### src/ttm_pkg.sv
package ttm_pkg;

	// ==========================================================
	// Timing
	localparam int unsigned CLK_HZ        = 10_000_000;
	localparam int unsigned STOP_LOCK_S   = 5;
	localparam int unsigned SETTLE_S      = 4;
	localparam int unsigned REV_SETTLE_S  = 12;
	localparam int unsigned DEBOUNCE_MS   = 10;
	localparam int unsigned STOP_LOCK_CYC = STOP_LOCK_S * CLK_HZ;
	localparam int unsigned SETTLE_CYC    = SETTLE_S * CLK_HZ;
	localparam int unsigned REV_SET_CYC   = REV_SETTLE_S * CLK_HZ;
	localparam int unsigned DEBOUNCE_CYC  = DEBOUNCE_MS * (CLK_HZ / 1000);
	localparam int unsigned CNT_W         = 27;
	localparam int unsigned DB_W          = 17;

	// ==========================================================
	// Filtered input lanes
	localparam int unsigned IN_RUN_FWD  = 0;
	localparam int unsigned IN_RUN_REV  = 1;
	localparam int unsigned IN_FAST_FWD = 2;
	localparam int unsigned IN_FAST_REV = 3;
	localparam int unsigned IN_STOP     = 4;
	localparam int unsigned IN_RECORD   = 5;
	localparam int unsigned IN_REMOTE   = 6;
	localparam int unsigned IN_XFER     = 11;
	localparam int unsigned IN_PHOTO    = 12;
	localparam int unsigned NUM_IN      = 13;

	// ==========================================================
	// Selector codes
	localparam int unsigned SPEED_W    = 3;
	localparam logic [2:0]  SPEED_LOW  = 3'h0;
	localparam logic [2:0]  SPEED_HIGH = 3'h5;
	localparam logic [1:0]  XDIR_OFF   = 2'h0;
	localparam logic [1:0]  XDIR_REV   = 2'h1;
	localparam logic [1:0]  XDIR_FWD   = 2'h2;

	// ==========================================================
	// Lock-up lamp lanes
	localparam int unsigned LAMP_STOP   = 4;
	localparam int unsigned LAMP_RECORD = 5;
	localparam int unsigned LAMP_W      = 6;

	// ==========================================================
	// Register map
	localparam int unsigned ADDR_W          = 8;
	localparam logic [7:0]  REG_CTRL        = 8'h00;
	localparam logic [7:0]  REG_STATUS      = 8'h04;
	localparam int unsigned CTRL_STOP_BIT   = 0;
	localparam int unsigned CTRL_INHIB_BIT  = 1;
	localparam logic        CTRL_INHIB_RST  = 1'b0;
	localparam int unsigned ST_MODE_LSB     = 0;
	localparam int unsigned ST_LOCK_BIT     = 3;
	localparam int unsigned ST_SETTLE_BIT   = 4;
	localparam int unsigned ST_REACHED_BIT  = 5;
	localparam int unsigned ST_FALLBACK_BIT = 6;
	localparam int unsigned ST_XFER_BIT     = 7;
	localparam int unsigned ST_READY_BIT    = 8;
	localparam int unsigned ST_TEST_BIT     = 9;
	localparam int unsigned ST_INHIB_BIT    = 10;

	// ==========================================================
	// Transport modes
	typedef enum logic [2:0] {
		MODE_STOP,
		MODE_RUN_FWD,
		MODE_RUN_REV,
		MODE_FAST_FWD,
		MODE_FAST_REV,
		MODE_REC_FWD,
		MODE_REC_REV
	} ttm_mode_t;

	// Counter step toward zero, holding at zero
	function automatic logic [CNT_W-1:0] ttm_dec(input logic [CNT_W-1:0] c);
		ttm_dec = (c == '0) ? c : c - CNT_W'(1);
	endfunction : ttm_dec

endpackage : ttm_pkg

### src/ttm_btn_if.sv
`timescale 1ns/10ps
interface ttm_btn_if;
	import ttm_pkg::*;
	logic [NUM_IN-1:0] raw;
	logic [NUM_IN-1:0] level;
	logic [NUM_IN-1:0] rise;
	logic [NUM_IN-1:0] fall;
	modport filt (input raw, output level, rise, fall);
	modport user (output raw, input level, rise, fall);
endinterface : ttm_btn_if

### src/ttm_mode_ctrl.sv
// Functional notes
// Non-record modes latch from one button press, acting when it ends; stop here acts when its press begins.
// Record needs record held, run pressed and released, then record up.
// Stop halts all motion any time; transport waits in standby.
// Stop at top speed refuses run and record for five seconds.
// Fast modes still start normally during that stop lockout.
// Direct mode changes allowed; settling delays keep tape safe.
// Ready output stays on while transport is operable, every mode.
// Speed changes during motion wait four seconds before reached.
// Fast forward straight to fast reverse waits twelve seconds.
// Remote selector hands the five mode commands to remote inputs.
// Phase lock on tape takes capstan reference from recorded channel.
// Lost recorded reference falls back to sine and lights indicator.
// End sense switch on lets photo sensors stop tape; off ignores.
// Photo end sense while recording closes the transfer contact.
// Transfer direction off ignores incoming transfer closures.
// Incoming closure starts record reverse or forward per switch.
// Each unit both sends and receives the transfer command.
// Record test lights record lamp, enables bias, refuses motion.
// Established mode lights its button lamp through lock-up output.
// Lost tension brakes and stops; nothing starts without tension.
// Inputs filtered; one motion mode at a time, newest replaces.
// Lockout and settling timed by clock counters, set at elaboration.
//
// Design decisions made here: the register offsets and the APB slave port.
`timescale 1ns/10ps
module ttm_mode_ctrl
	import ttm_pkg::*;
#(
	parameter int unsigned STOP_LOCK = STOP_LOCK_CYC,
	parameter int unsigned SETTLE    = SETTLE_CYC,
	parameter int unsigned REV_SET   = REV_SET_CYC,
	parameter int unsigned DB_CYC    = DEBOUNCE_CYC
) (
	// Clock and reset
	input  wire logic              clk,
	input  wire logic              rst,
	// APB slave
	input  wire logic              psel,
	input  wire logic              penable,
	input  wire logic              pwrite,
	input  wire logic [ADDR_W-1:0] paddr,
	input  wire logic [31:0]       pwdata,
	output logic      [31:0]       prdata,
	output logic                   pready,
	output logic                   pslverr,
	// Local panel buttons, high while pressed
	input  wire logic              btn_run_fwd,
	input  wire logic              btn_run_rev,
	input  wire logic              btn_fast_fwd,
	input  wire logic              btn_fast_rev,
	input  wire logic              btn_stop,
	input  wire logic              btn_record,
	// Remote station commands, same order as local
	input  wire logic [4:0]        remote_cmd,
	// Selectors and switches
	input  wire logic [SPEED_W-1:0] speed_sel,
	input  wire logic              remote_selector_position,
	input  wire logic              record_test_selector,
	input  wire logic              end_sense_defeat_switch,
	input  wire logic [1:0]        transfer_direction_switch,
	input  wire logic              phase_lock_tape,
	// Sensors
	input  wire logic              tape_tension_ok,
	input  wire logic              photo_end_sense,
	input  wire logic              ref_signal_present,
	input  wire logic              transfer_in,
	// Transport drive
	output logic                   tape_fwd,
	output logic                   tape_rev,
	output logic                   tape_fast,
	output logic                   pinch_roller,
	output logic                   brake_apply,
	output logic                   record_enable,
	// Panel indicators
	output logic                   record_lamp,
	output logic                   record_bias,
	output logic [LAMP_W-1:0]      lockup_lamp,
	output logic                   ready,
	output logic                   speed_reached,
	output logic                   capstan_ref_tape,
	output logic                   fallback_reference_indicator,
	// Transfer contact toward the other transport
	output logic                   transfer_terminal_block
);

	typedef struct packed {
		ttm_mode_t                 mode;
		logic                      rec_seen;
		logic                      rec_rev;
		logic [CNT_W-1:0]          lock_cnt;
		logic [CNT_W-1:0]          settle_cnt;
		logic [SPEED_W-1:0]        speed_prev;
		logic                      inhibit;
		logic [31:0]               prdata;
		logic                      pready;
		logic                      pslverr;
		logic                      tape_fwd;
		logic                      tape_rev;
		logic                      tape_fast;
		logic                      pinch;
		logic                      brake;
		logic                      rec_en;
		logic                      rec_lamp;
		logic                      rec_bias;
		logic [LAMP_W-1:0]         lamp;
		logic                      ready;
		logic                      reached;
		logic                      cap_tape;
		logic                      fallback;
		logic                      xfer;
	} ttm_state_t;

	ttm_state_t s_r;
	ttm_state_t s_nxt;

	// ==========================================================
	// Input filtering
	ttm_btn_if btn ();

	assign btn.raw = {photo_end_sense, transfer_in, remote_cmd,
		btn_record, btn_stop, btn_fast_rev, btn_fast_fwd,
		btn_run_rev, btn_run_fwd};

	ttm_debounce #(
		.DB_CYC (DB_CYC)
	) u_debounce (
		.clk (clk),
		.rst (rst),
		.btn (btn)
	);

	// ==========================================================
	// Mode control
	logic [4:0]  cmd_fall;
	logic        cmd_stop;
	logic        sw_stop;
	logic        wr_ctrl;
	logic        moving;
	logic        halt;
	logic        req_v;
	ttm_mode_t   req_mode;
	logic        blocked;
	logic [31:0] status;

	always_comb begin
		s_nxt         = s_r;
		s_nxt.lock_cnt   = ttm_dec(s_r.lock_cnt);
		s_nxt.settle_cnt = ttm_dec(s_r.settle_cnt);
		req_v         = 1'b0;
		req_mode      = MODE_STOP;
		wr_ctrl       = psel & penable & s_r.pready & pwrite &
			(paddr == REG_CTRL);
		sw_stop       = wr_ctrl & pwdata[CTRL_STOP_BIT];
		moving        = (s_r.mode != MODE_STOP);

		// Command source follows the remote selector
		if (remote_selector_position) begin
			cmd_fall = btn.fall[IN_REMOTE +: 5];
			cmd_stop = btn.rise[IN_REMOTE + IN_STOP];
		end else begin
			cmd_fall = btn.fall[IN_STOP:IN_RUN_FWD];
			cmd_stop = btn.rise[IN_STOP];
		end

		// Record double action, local panel only
		if (remote_selector_position) begin
			s_nxt.rec_seen = 1'b0;
		end else begin
			if (btn.rise[IN_RECORD]) begin
				s_nxt.rec_seen = 1'b0;
			end
			if (btn.level[IN_RECORD] && cmd_fall[IN_RUN_FWD]) begin
				s_nxt.rec_seen = 1'b1;
				s_nxt.rec_rev  = 1'b0;
			end
			if (btn.level[IN_RECORD] && cmd_fall[IN_RUN_REV]) begin
				s_nxt.rec_seen = 1'b1;
				s_nxt.rec_rev  = 1'b1;
			end
			if (btn.fall[IN_RECORD]) begin
				s_nxt.rec_seen = 1'b0;
				if (s_r.rec_seen) begin
					req_v    = 1'b1;
					req_mode = s_r.rec_rev ? MODE_REC_REV : MODE_REC_FWD;
				end
			end
		end

		// Single-press modes; run presses under held record are eaten
		if (!req_v) begin
			if (cmd_fall[IN_FAST_REV]) begin
				req_v    = 1'b1;
				req_mode = MODE_FAST_REV;
			end else if (cmd_fall[IN_FAST_FWD]) begin
				req_v    = 1'b1;
				req_mode = MODE_FAST_FWD;
			end else if (!btn.level[IN_RECORD] ||
				remote_selector_position) begin
				if (cmd_fall[IN_RUN_REV]) begin
					req_v    = 1'b1;
					req_mode = MODE_RUN_REV;
				end else if (cmd_fall[IN_RUN_FWD]) begin
					req_v    = 1'b1;
					req_mode = MODE_RUN_FWD;
				end
			end
		end

		// Transfer closure from the other transport
		if (!req_v && btn.rise[IN_XFER]) begin
			if (transfer_direction_switch == XDIR_REV) begin
				req_v    = 1'b1;
				req_mode = MODE_REC_REV;
			end else if (transfer_direction_switch == XDIR_FWD) begin
				req_v    = 1'b1;
				req_mode = MODE_REC_FWD;
			end
			// Switch off: closure ignored R15
		end

		// Any cause that must bring tape to rest
		halt = cmd_stop | sw_stop;
		if (!tape_tension_ok || record_test_selector || s_r.inhibit) begin
			halt = 1'b1;
		end
		if (end_sense_defeat_switch && btn.rise[IN_PHOTO]) begin
			halt = 1'b1;
		end

		// Run and record refused while the stop lockout runs
		blocked = (s_r.lock_cnt != '0) && (req_mode == MODE_RUN_FWD ||
			req_mode == MODE_RUN_REV || req_mode == MODE_REC_FWD ||
			req_mode == MODE_REC_REV);

		if (halt) begin
			s_nxt.mode = MODE_STOP;
			if (moving && s_r.speed_prev == SPEED_HIGH) begin
				s_nxt.lock_cnt = CNT_W'(STOP_LOCK);
			end
			if (moving) begin
				s_nxt.xfer = 1'b0;
			end
		end else if (req_v && !blocked) begin
			s_nxt.mode = req_mode;
			s_nxt.xfer = 1'b0;
			if (s_r.mode == MODE_FAST_FWD && req_mode == MODE_FAST_REV) begin
				s_nxt.settle_cnt = CNT_W'(REV_SET);
			end
		end

		// Speed changes under way need settling time
		s_nxt.speed_prev = speed_sel;
		if (moving && speed_sel != s_r.speed_prev &&
			s_nxt.settle_cnt < CNT_W'(SETTLE)) begin
			s_nxt.settle_cnt = CNT_W'(SETTLE);
		end
		if (s_nxt.mode == MODE_STOP) begin
			s_nxt.settle_cnt = '0;
		end

		// Transfer contact closes on end sense while recording
		if ((s_r.mode == MODE_REC_FWD || s_r.mode == MODE_REC_REV) &&
			btn.rise[IN_PHOTO]) begin
			s_nxt.xfer = 1'b1;
		end

		// Drive and lamp outputs from the next mode
		s_nxt.tape_fwd  = (s_nxt.mode == MODE_RUN_FWD) ||
			(s_nxt.mode == MODE_FAST_FWD) || (s_nxt.mode == MODE_REC_FWD);
		s_nxt.tape_rev  = (s_nxt.mode == MODE_RUN_REV) ||
			(s_nxt.mode == MODE_FAST_REV) || (s_nxt.mode == MODE_REC_REV);
		s_nxt.tape_fast = (s_nxt.mode == MODE_FAST_FWD) ||
			(s_nxt.mode == MODE_FAST_REV);
		s_nxt.pinch     = (s_nxt.mode != MODE_STOP) && !s_nxt.tape_fast;
		s_nxt.brake     = (s_nxt.mode == MODE_STOP);
		s_nxt.rec_en    = (s_nxt.mode == MODE_REC_FWD) ||
			(s_nxt.mode == MODE_REC_REV);
		s_nxt.rec_lamp  = s_nxt.rec_en | record_test_selector;
		s_nxt.rec_bias  = s_nxt.rec_en | record_test_selector;
		s_nxt.lamp      = '0;
		unique case (s_nxt.mode)
			MODE_STOP:     s_nxt.lamp[LAMP_STOP] = 1'b1;
			MODE_RUN_FWD:  s_nxt.lamp[IN_RUN_FWD] = 1'b1;
			MODE_RUN_REV:  s_nxt.lamp[IN_RUN_REV] = 1'b1;
			MODE_FAST_FWD: s_nxt.lamp[IN_FAST_FWD] = 1'b1;
			MODE_FAST_REV: s_nxt.lamp[IN_FAST_REV] = 1'b1;
			MODE_REC_FWD: begin
				s_nxt.lamp[IN_RUN_FWD]  = 1'b1;
				s_nxt.lamp[LAMP_RECORD] = 1'b1;
			end
			MODE_REC_REV: begin
				s_nxt.lamp[IN_RUN_REV]  = 1'b1;
				s_nxt.lamp[LAMP_RECORD] = 1'b1;
			end
			default: s_nxt.lamp = '0;
		endcase
		s_nxt.ready    = tape_tension_ok;
		s_nxt.reached  = (s_nxt.mode != MODE_STOP) &&
			(s_nxt.settle_cnt == '0);
		s_nxt.cap_tape = phase_lock_tape & ref_signal_present;
		s_nxt.fallback = phase_lock_tape & ~ref_signal_present;

		// Register bus: one-cycle access, zero wait states
		if (wr_ctrl) begin
			s_nxt.inhibit = pwdata[CTRL_INHIB_BIT];
		end
		status = '0;
		status[ST_MODE_LSB +: 3] = s_r.mode;
		status[ST_LOCK_BIT]      = (s_r.lock_cnt != '0);
		status[ST_SETTLE_BIT]    = (s_r.settle_cnt != '0);
		status[ST_REACHED_BIT]   = s_r.reached;
		status[ST_FALLBACK_BIT]  = s_r.fallback;
		status[ST_XFER_BIT]      = s_r.xfer;
		status[ST_READY_BIT]     = s_r.ready;
		status[ST_TEST_BIT]      = record_test_selector;
		status[ST_INHIB_BIT]     = s_r.inhibit;
		s_nxt.pready  = psel & ~penable;
		s_nxt.pslverr = 1'b0;
		s_nxt.prdata  = '0;
		if (psel && !penable) begin
			if (paddr == REG_CTRL) begin
				s_nxt.prdata[CTRL_INHIB_BIT] = s_r.inhibit;
			end else if (paddr == REG_STATUS) begin
				s_nxt.prdata = status;
			end else begin
				s_nxt.pslverr = 1'b1; // Unmapped address
			end
		end
	end

	// State register
	always_ff @(posedge clk) begin
		if (rst) begin
			s_r         <= '0;
			s_r.mode    <= MODE_STOP;
			s_r.inhibit <= CTRL_INHIB_RST;
			s_r.brake   <= 1'b1;
			s_r.lamp    <= LAMP_W'(1) << LAMP_STOP;
		end else begin
			s_r <= s_nxt;
		end
	end

	// ==========================================================
	// Outputs straight from the state register
	assign prdata                       = s_r.prdata;
	assign pready                       = s_r.pready;
	assign pslverr                      = s_r.pslverr;
	assign tape_fwd                     = s_r.tape_fwd;
	assign tape_rev                     = s_r.tape_rev;
	assign tape_fast                    = s_r.tape_fast;
	assign pinch_roller                 = s_r.pinch;
	assign brake_apply                  = s_r.brake;
	assign record_enable                = s_r.rec_en;
	assign record_lamp                  = s_r.rec_lamp;
	assign record_bias                  = s_r.rec_bias;
	assign lockup_lamp                  = s_r.lamp;
	assign ready                        = s_r.ready;
	assign speed_reached                = s_r.reached;
	assign capstan_ref_tape             = s_r.cap_tape;
	assign fallback_reference_indicator = s_r.fallback;
	assign transfer_terminal_block      = s_r.xfer;

endmodule : ttm_mode_ctrl

### src/ttm_debounce.sv
`timescale 1ns/10ps
module ttm_debounce
	import ttm_pkg::*;
#(
	parameter int unsigned DB_CYC = DEBOUNCE_CYC
) (
	// Clock and reset
	input wire logic clk,
	input wire logic rst,
	// Raw and filtered lanes
	ttm_btn_if.filt  btn
);

	typedef struct packed {
		logic [NUM_IN-1:0][DB_W-1:0] cnt;
		logic [NUM_IN-1:0]           level;
		logic [NUM_IN-1:0]           rise;
		logic [NUM_IN-1:0]           fall;
	} ttm_db_state_t;

	ttm_db_state_t s_r;
	ttm_db_state_t s_nxt;

	// ==========================================================
	// Level must hold steady for the whole window before it flips
	always_comb begin
		s_nxt      = s_r;
		s_nxt.rise = '0;
		s_nxt.fall = '0;
		for (int i = 0; i < NUM_IN; i++) begin
			if (btn.raw[i] == s_r.level[i]) begin
				s_nxt.cnt[i] = '0;
			end else if (s_r.cnt[i] >= DB_W'(DB_CYC - 1)) begin
				s_nxt.cnt[i]   = '0;
				s_nxt.level[i] = btn.raw[i];
				s_nxt.rise[i]  = btn.raw[i];
				s_nxt.fall[i]  = ~btn.raw[i];
			end else begin
				s_nxt.cnt[i] = s_r.cnt[i] + DB_W'(1);
			end
		end
	end

	// State register
	always_ff @(posedge clk) begin
		if (rst) begin
			s_r <= '0;
		end else begin
			s_r <= s_nxt;
		end
	end

	assign btn.level = s_r.level;
	assign btn.rise  = s_r.rise;
	assign btn.fall  = s_r.fall;

endmodule : ttm_debounce

### config.mk
export PLATFORM = sky130hd
export DESIGN_NAME = ttm_mode_ctrl
export DESIGN_NICKNAME = d
export VERILOG_FILES = /design/src/ttm_pkg.sv /design/src/ttm_btn_if.sv /design/src/ttm_mode_ctrl.sv /design/src/ttm_debounce.sv
export SDC_FILE = /design/constraint.sdc
export NUM_CORES = 1
export LEC_CHECK = 0
export BUFFER_PORTS_ARGS = -buffer_cell sky130_fd_sc_hd__clkbuf_2
export CORE_MARGIN = 1.5
export CORE_UTILIZATION = 35
export DETAILED_ROUTE_END_ITERATION = 8
export PLACE_DENSITY = 0.52
export SLEW_MARGIN = 25
export SYNTH_ARGS = -nofsm -noshare
export SYNTH_HDL_FRONTEND = slang
export SYNTH_SLANG_ARGS = --single-unit
### constraint.sdc
create_clock -name clk -period 4.26 [get_ports clk]
set_input_delay 0.426 -clock clk [delete_from_list [all_inputs] [get_ports clk]]
set_output_delay 0.426 -clock clk [all_outputs]
set_load 0.01 [all_outputs]
# Yosys cells after proc, flatten, opt, wreduce, memory -nomap -nowiden
# Index checks and enable logic that the tools add are counted.
[totals]
reg_bits = 363
latch_bits = 0
inputBits = 69
rom_bits = 0
memories = 0
word_cells = 326
mem_bits_rw = 0
[op_classes]
n_bitwise = 50
div_mod_pow = 0
shift = 0
eq_ne = 33
n_addsub = 15
n_mul = 0
n_reduce_logical = 93
order_cmp = 14
n_mux = 56
[ops]
columns = ["operator", "count"]
rows = [
  ["27-bit two-way mux", 9],
  ["17-bit by 1-bit adder with 17-bit output (second input constant)", 13],
  ["17-bit greater-or-equal comparator (second input constant)", 13],
  ["3-bit OR reduction", 28],
  ["27-bit logical NOT", 3],
  ["27-bit nonzero test", 2],
  ["27-bit by 1-bit subtractor with 27-bit output (second input constant)", 2],
  ["3-bit two-way mux", 14],
  ["1-bit NOT", 40],
  ["2-bit AND reduction", 15],
  ["1-bit two-way mux", 28],
  ["3-bit == test (second input constant)", 9],
  ["27-bit by 26-bit less-than comparator with 1-bit output (second input constant)", 1],
  ["1-bit logical AND", 14],
  ["1-bit == test", 13],
  ["1-bit logical OR", 13],
  ["3-bit by 2-bit == test with 1-bit output (second input constant)", 4],
  ["3-bit nonzero test", 4],
  ["1-bit AND", 8],
  ["8-bit by 3-bit == test with 1-bit output (second input constant)", 1],
  ["8-bit logical NOT", 1],
  ["2-bit two-way mux", 4],
  ["2-bit OR reduction", 4],
  ["3-bit by 1-bit == test with 1-bit output (second input constant)", 2],
  ["10 further kinds", 16],
]

# Depth between registers and ports, before layout
[logic_depth]
word_depth = 28
depth_mapped = 16
depth_no_buf = 13

# By module
# A second synthesis with hierarchy kept.
[unflattened]
hier_cells = 1864
hier_area_um2 = 16343.2
[by_module_without_submodules]
columns = ["module", "area_per_inst_um2", "cells_per_inst", "n_inst"]
rows = [
  ["ttm_debounce", 11494.8, 1300, 1],
  ["ttm_mode_ctrl", 4848.4, 564, 1],
]

# Worst setup path before layout
# OpenSTA, ideal clock, no wires.
[synth_path]
kind = "reg2reg"
startpoint = "reg s_r[57] (netlist bit)"
endpoint = "reg s_r[61] (netlist bit)"
arrival_time_ps = 3401
required_ps = 4143
setup_slack_ps = 743
setup_ps = 117
synth_period_minus_slack_ps = 3517
stages_incl_launch_ff = 12
cell_sequence = "dfxtp_1 -> inv_1 -> ha_1 -> or4b_4 -> or3_4 -> or3_4 -> mux2_4 -> or3b_4 -> or4b_4 -> nand3_2 -> buf_6 -> nor2_1"
[synth_between]
elab_chain_len = 9
elab_cells_between_ends = 10
classes_between = "add/sub: 1; order compare: 1; mux: 6; reduce/logical: 2"
[synth_lines]
columns = ["item", "line_no", "text"]
rows = [
  ["start, declared", "ttm_mode_ctrl.sv:114", "ttm_state_t s_r;"],
  ["start signal, assigned", "ttm_mode_ctrl.sv:341", "s_r <= s_nxt;"],
  ["27-bit by 1-bit subtractor with 27-bit output / 27-bit logical NOT (equally long branches)", "ttm_pkg.sv:77", "ttm_dec = (c == '0) ? c : c - CNT_W'(1);"],
  ["27-bit two-way mux (*)", "ttm_pkg.sv:77", ""],
  ["27-bit two-way mux", "ttm_mode_ctrl.sv:247", "if (s_r.mode == MODE_FAST_FWD && req_mode == MODE_FAST_REV) begin"],
  ["27-bit two-way mux", "ttm_mode_ctrl.sv:244", "end else if (req_v && !blocked) begin"],
  ["27-bit two-way mux (*)", "ttm_mode_ctrl.sv:236", "if (halt) begin"],
  ["27-bit by 26-bit less-than comparator with 1-bit output", "ttm_mode_ctrl.sv:255", "s_nxt.settle_cnt < CNT_W'(SETTLE)) begin"],
  ["1-bit logical AND", "ttm_mode_ctrl.sv:254", "if (moving && speed_sel != s_r.speed_prev &&"],
  ["27-bit two-way mux (*)", "ttm_mode_ctrl.sv:254", ""],
  ["27-bit two-way mux (*)", "ttm_mode_ctrl.sv:258", "if (s_nxt.mode == MODE_STOP) begin"],
]
# Every way passes the cells marked *; elsewhere a longest branch is shown, timed or not.
# A chain may end at the register's enable or synchronous reset.

# Final worst setup path
[layout_path]
startpoint = "reg s_r[57] (netlist bit)"
endpoint = "reg s_r[58] (netlist bit)"
# The elaborated chain is that of the path after synthesis.

==> flow_summary.ini <==
[status]
run_status = complete, no violations

[cells_and_area]
final_nets = 1856
final_core_util = 0.4028
num_antenna_cells = 0
postLayoutCellArea_um2 = 16860
drive_above_1_share = 0.08722
area.growth.synth_to_final_pct = 13.78

[die]
starting_utilization_of_the_core_area = 0.3540
die_y_um = 208.7
die-area_um2 = 43570
dieWidth_um = 208.7
floorplan.rows = 75
core_um2 = 41850
boundaryPins = 122

[critical_path]
crit_start_category = flip-flop
path_cells = inv_1, ha_1, or4b_4, or3_4, or3_4, o31ai_1, nand3b_1, or4b_4, nand3_2, a211oi_1
critical_path.slowest_cell = sky130_fd_sc_hd__or4b_4
worstRegToRegCells = 10
timing_worst_setup_path_type = reg2reg
critical_path.endpoint_type = flip-flop
arrival_time_of_the_worst_setup_path_ps = 4250
critPathRequiredTime_ps = 4680
critical_path.max_fanout = 14
critical-path-max-stage-delay_ps = 650

[yosys]
ys_ff_latch = 340
synth.yosys.warnings = 0
synthDominantCellAreaShare = 0.4594
synthesis.instances = 1705
synth_area_leader_cell = sky130_fd_sc_hd__dfxtp_1
synth-edff-count = 0
yosysSeqAreaShare = 0.4594
netlist_area_um2 = 14820
syn_area_per_cell_um2 = 8.689
ys_dominant_reg_cell = sky130_fd_sc_hd__dfxtp_1
synth_cell_types = 71
synth_area_leaders = sky130_fd_sc_hd__dfxtp_1, sky130_fd_sc_hd__nor2_1, sky130_fd_sc_hd__xor2_1
postSynth.asyncResetShare = 0

[power]
combPwrFrac = 0.126
p_per_area_nw_per_um2 = 466.6
p_total_mw = 7.865
power.share.switching = 0.2542
clkPwrFrac = 0.436
share_seq_of_total_power = 0.437
maximum_resistive_drop_on_vdd_v = 0.0003556
cellInternalPower_mw = 5.866
total_leakage_power_nw = 6.278
power.net_switching_mw = 1.999

[route]
detail_route.drc_violations = 0
route.antenna.remaining_nets = 0
via_per_inst = 4.733
firstDrtPassIters = 6
drt-initial-drc-count = 458
detail_route.wirelength_mm = 28.75
route.vias.total = 11070
post_drt_wl_per_cell_um = 12.29

[timing]
maxSlewHeadroom = 0.4576
min_period_ps = 3829
worst_slack_ps = 430.9
timing.clock.skew_ps = 18.33
setup_tns_ps = 0
final.period_utilization = 0.8989
setup-violations-final = 0
grt_setup_unrepaired = no
maxClockFrequency_mhz = 261.2
worstMarginPinSlew_ps = 806.2
report.final.slew_viol_count = 0
hold_viol_final = 0

[cts]
numClockSinks = 340
post-cts-setup-buffer-count = 0
cts_bufs_inserted = 39
tritoncts = built
cts_root_cell = sky130_fd_sc_hd__clkbuf_16
cts-htree-levels = 2
cts-root-to-sink-buffers = 3
clk_pin_slew_worst_paths_ps = 60
cts-hold-fix-buffers = 0
post_cts_resize_count = 0
worstSkewPairLatency_ps = 550

[worst_hold_path]
whs_path_depth = 2
min_path_type = in2reg

[place]
dpl_worst_slack_ps = 423.4
placement.io_buffers = 70
globalplace.congestion = 0.7919
hpwl_mm = 19.86
place_area_um2 = 15540

[job]
cap_viol_max_count = 0

[global_routing]
grt.overflow.total = 0
groute.usage.overall = 0.1321
grt_first_pass_wirelength_mm = 48.47
pin_count_of_the_biggest_net_entering_global_routing = 45
grt_antenna_before_repair = 0
grt_pass1_vias = 10390
## cell type report
type	count	area, um^2
tap	539	674.4
clock inverter	12	198.9
clock buffer	58	1117
multi-input combinational	1284	7548
fill	4248	25000
sequential	340	6807
timing repair buffer	77	402.9
inverter	29	108.9
## power groups by stage
stage | Combinational, mW | Clock (mW) | Sequential [mW]
finish | 0.992 | 3.43 | 3.44
global route | 1.13 | 3.70 | 3.46
CTS | 0.999 | 3.58 | 3.44
detailed placement | 0.991 | 0 | 3.51
global placement | 0.989 | 0 | 3.51
floorplan | 0.811 | 0 | 3.48
## registers in the layout, indices dropped and copies added, names as in the netlist, 5 cells and up
register and count:
prdata 11, s_r 63, u_debounce.btn.rise 5, u_debounce.s_r 221, u_debounce.btn.level 13, lockup_lamp 5
u_debounce.btn.fall 9
## kinds of logic after synthesis
| kind of cell | synth area share |
|---|---|
| other cells | 0.0002531 |
| xor+xnor | 0.1425 |
| simple gates | 0.2768 |
| mux | 0.01537 |
| buf+inv | 0.03615 |
| compound gates | 0.05608 |
| fa+ha+maj | 0.01351 |
| flops | 0.4594 |
## cells in the mapped netlist (all sizes together) (3+ instances only)
master	n
o31ai	8
nor4b	15
and2	19
inv	28
and3	48
o21ai	24
nand3b	7
or2	9
nor3	34
a31oi	11
a211oi	5
nand2b	7
or3	15
and4	4
o21a	5
or4	10
mux2	3
a21oi	44
xor2	125
nand4	25
or3b	3
a41oi	3
clkbuf	30
and4b	3
o32a	3
nor2	373
mux2i	19
nand4b	4
buf	42
xnor2	116
nand2	121
nand3	98
nor2b	17
o211ai	5
ha	16
nor3b	8
nor4	31
dfxtp	340
## placed cells by master (no fill, tap or decap), types with 4 or more instances in the layout
cell and n:
sky130_fd_sc_hd__a211oi_1 5, sky130_fd_sc_hd__a21oi_1 43, sky130_fd_sc_hd__a31oi_1 11, sky130_fd_sc_hd__and2_1 17, sky130_fd_sc_hd__and3_1 48, sky130_fd_sc_hd__and4_1 4, sky130_fd_sc_hd__buf_4 7, sky130_fd_sc_hd__bufinv_16 5
sky130_fd_sc_hd__clkbuf_1 12, sky130_fd_sc_hd__clkbuf_16 39, sky130_fd_sc_hd__clkbuf_2 69, sky130_fd_sc_hd__clkbuf_8 7, sky130_fd_sc_hd__conb_1 21, sky130_fd_sc_hd__dfxtp_1 340, sky130_fd_sc_hd__ha_1 16, sky130_fd_sc_hd__inv_1 28
sky130_fd_sc_hd__mux2i_1 19, sky130_fd_sc_hd__nand2_1 121, sky130_fd_sc_hd__nand2b_1 7, sky130_fd_sc_hd__nand3_1 97, sky130_fd_sc_hd__nand3b_1 7, sky130_fd_sc_hd__nand4_1 25, sky130_fd_sc_hd__nand4b_1 4, sky130_fd_sc_hd__nor2_1 373
sky130_fd_sc_hd__nor2b_1 17, sky130_fd_sc_hd__nor3_1 34, sky130_fd_sc_hd__nor3b_1 8, sky130_fd_sc_hd__nor4_1 31, sky130_fd_sc_hd__nor4b_1 15, sky130_fd_sc_hd__o211ai_1 5, sky130_fd_sc_hd__o21a_1 5, sky130_fd_sc_hd__o21ai_0 23
sky130_fd_sc_hd__o31ai_1 8, sky130_fd_sc_hd__or2_2 8, sky130_fd_sc_hd__or3_1 13, sky130_fd_sc_hd__or4_1 9, sky130_fd_sc_hd__xnor2_1 116, sky130_fd_sc_hd__xor2_1 125
## critical path: cells and delay by family, from the launching register on
family                     cells  cell delay, ps
and+or+nand+nor                6            2540
AOI/OAI and AO/OA              2             470
DFF                            1             330
adders and majority gates      1             250
buffers and inverters          1             110
## path summary, 6_finish.rpt
path,startpoint,endpoint,slack (ps)
worst max-delay path,s_r[57],s_r[58],430
worst min register to register,u_debounce.s_r[107],u_debounce.s_r[107],440
worst max register to register,s_r[57],s_r[58],430
worst min-delay path,ref_signal_present,fallback_reference_indicator,40
## per-layer routing
metal  GRT usage  up-vias  part of all wire
li1            -     5860                 -
met1      0.1731     4996              0.50
met2      0.2102      165              0.43
met3     0.03682       50             0.052
met4     0.04173        0             0.020
met5           0        -                 0
## through the flow
stage / hold WS (ps) / cells
finish: 44.16 / 2339
global route: 27.99 / 2339
CTS: 7.140 / 2339
detailed placement: 434.6 / 2269
global placement: 428.5 / 2269
floorplan: 417.5 / 1725
Power figures use the tool's default switching activity.
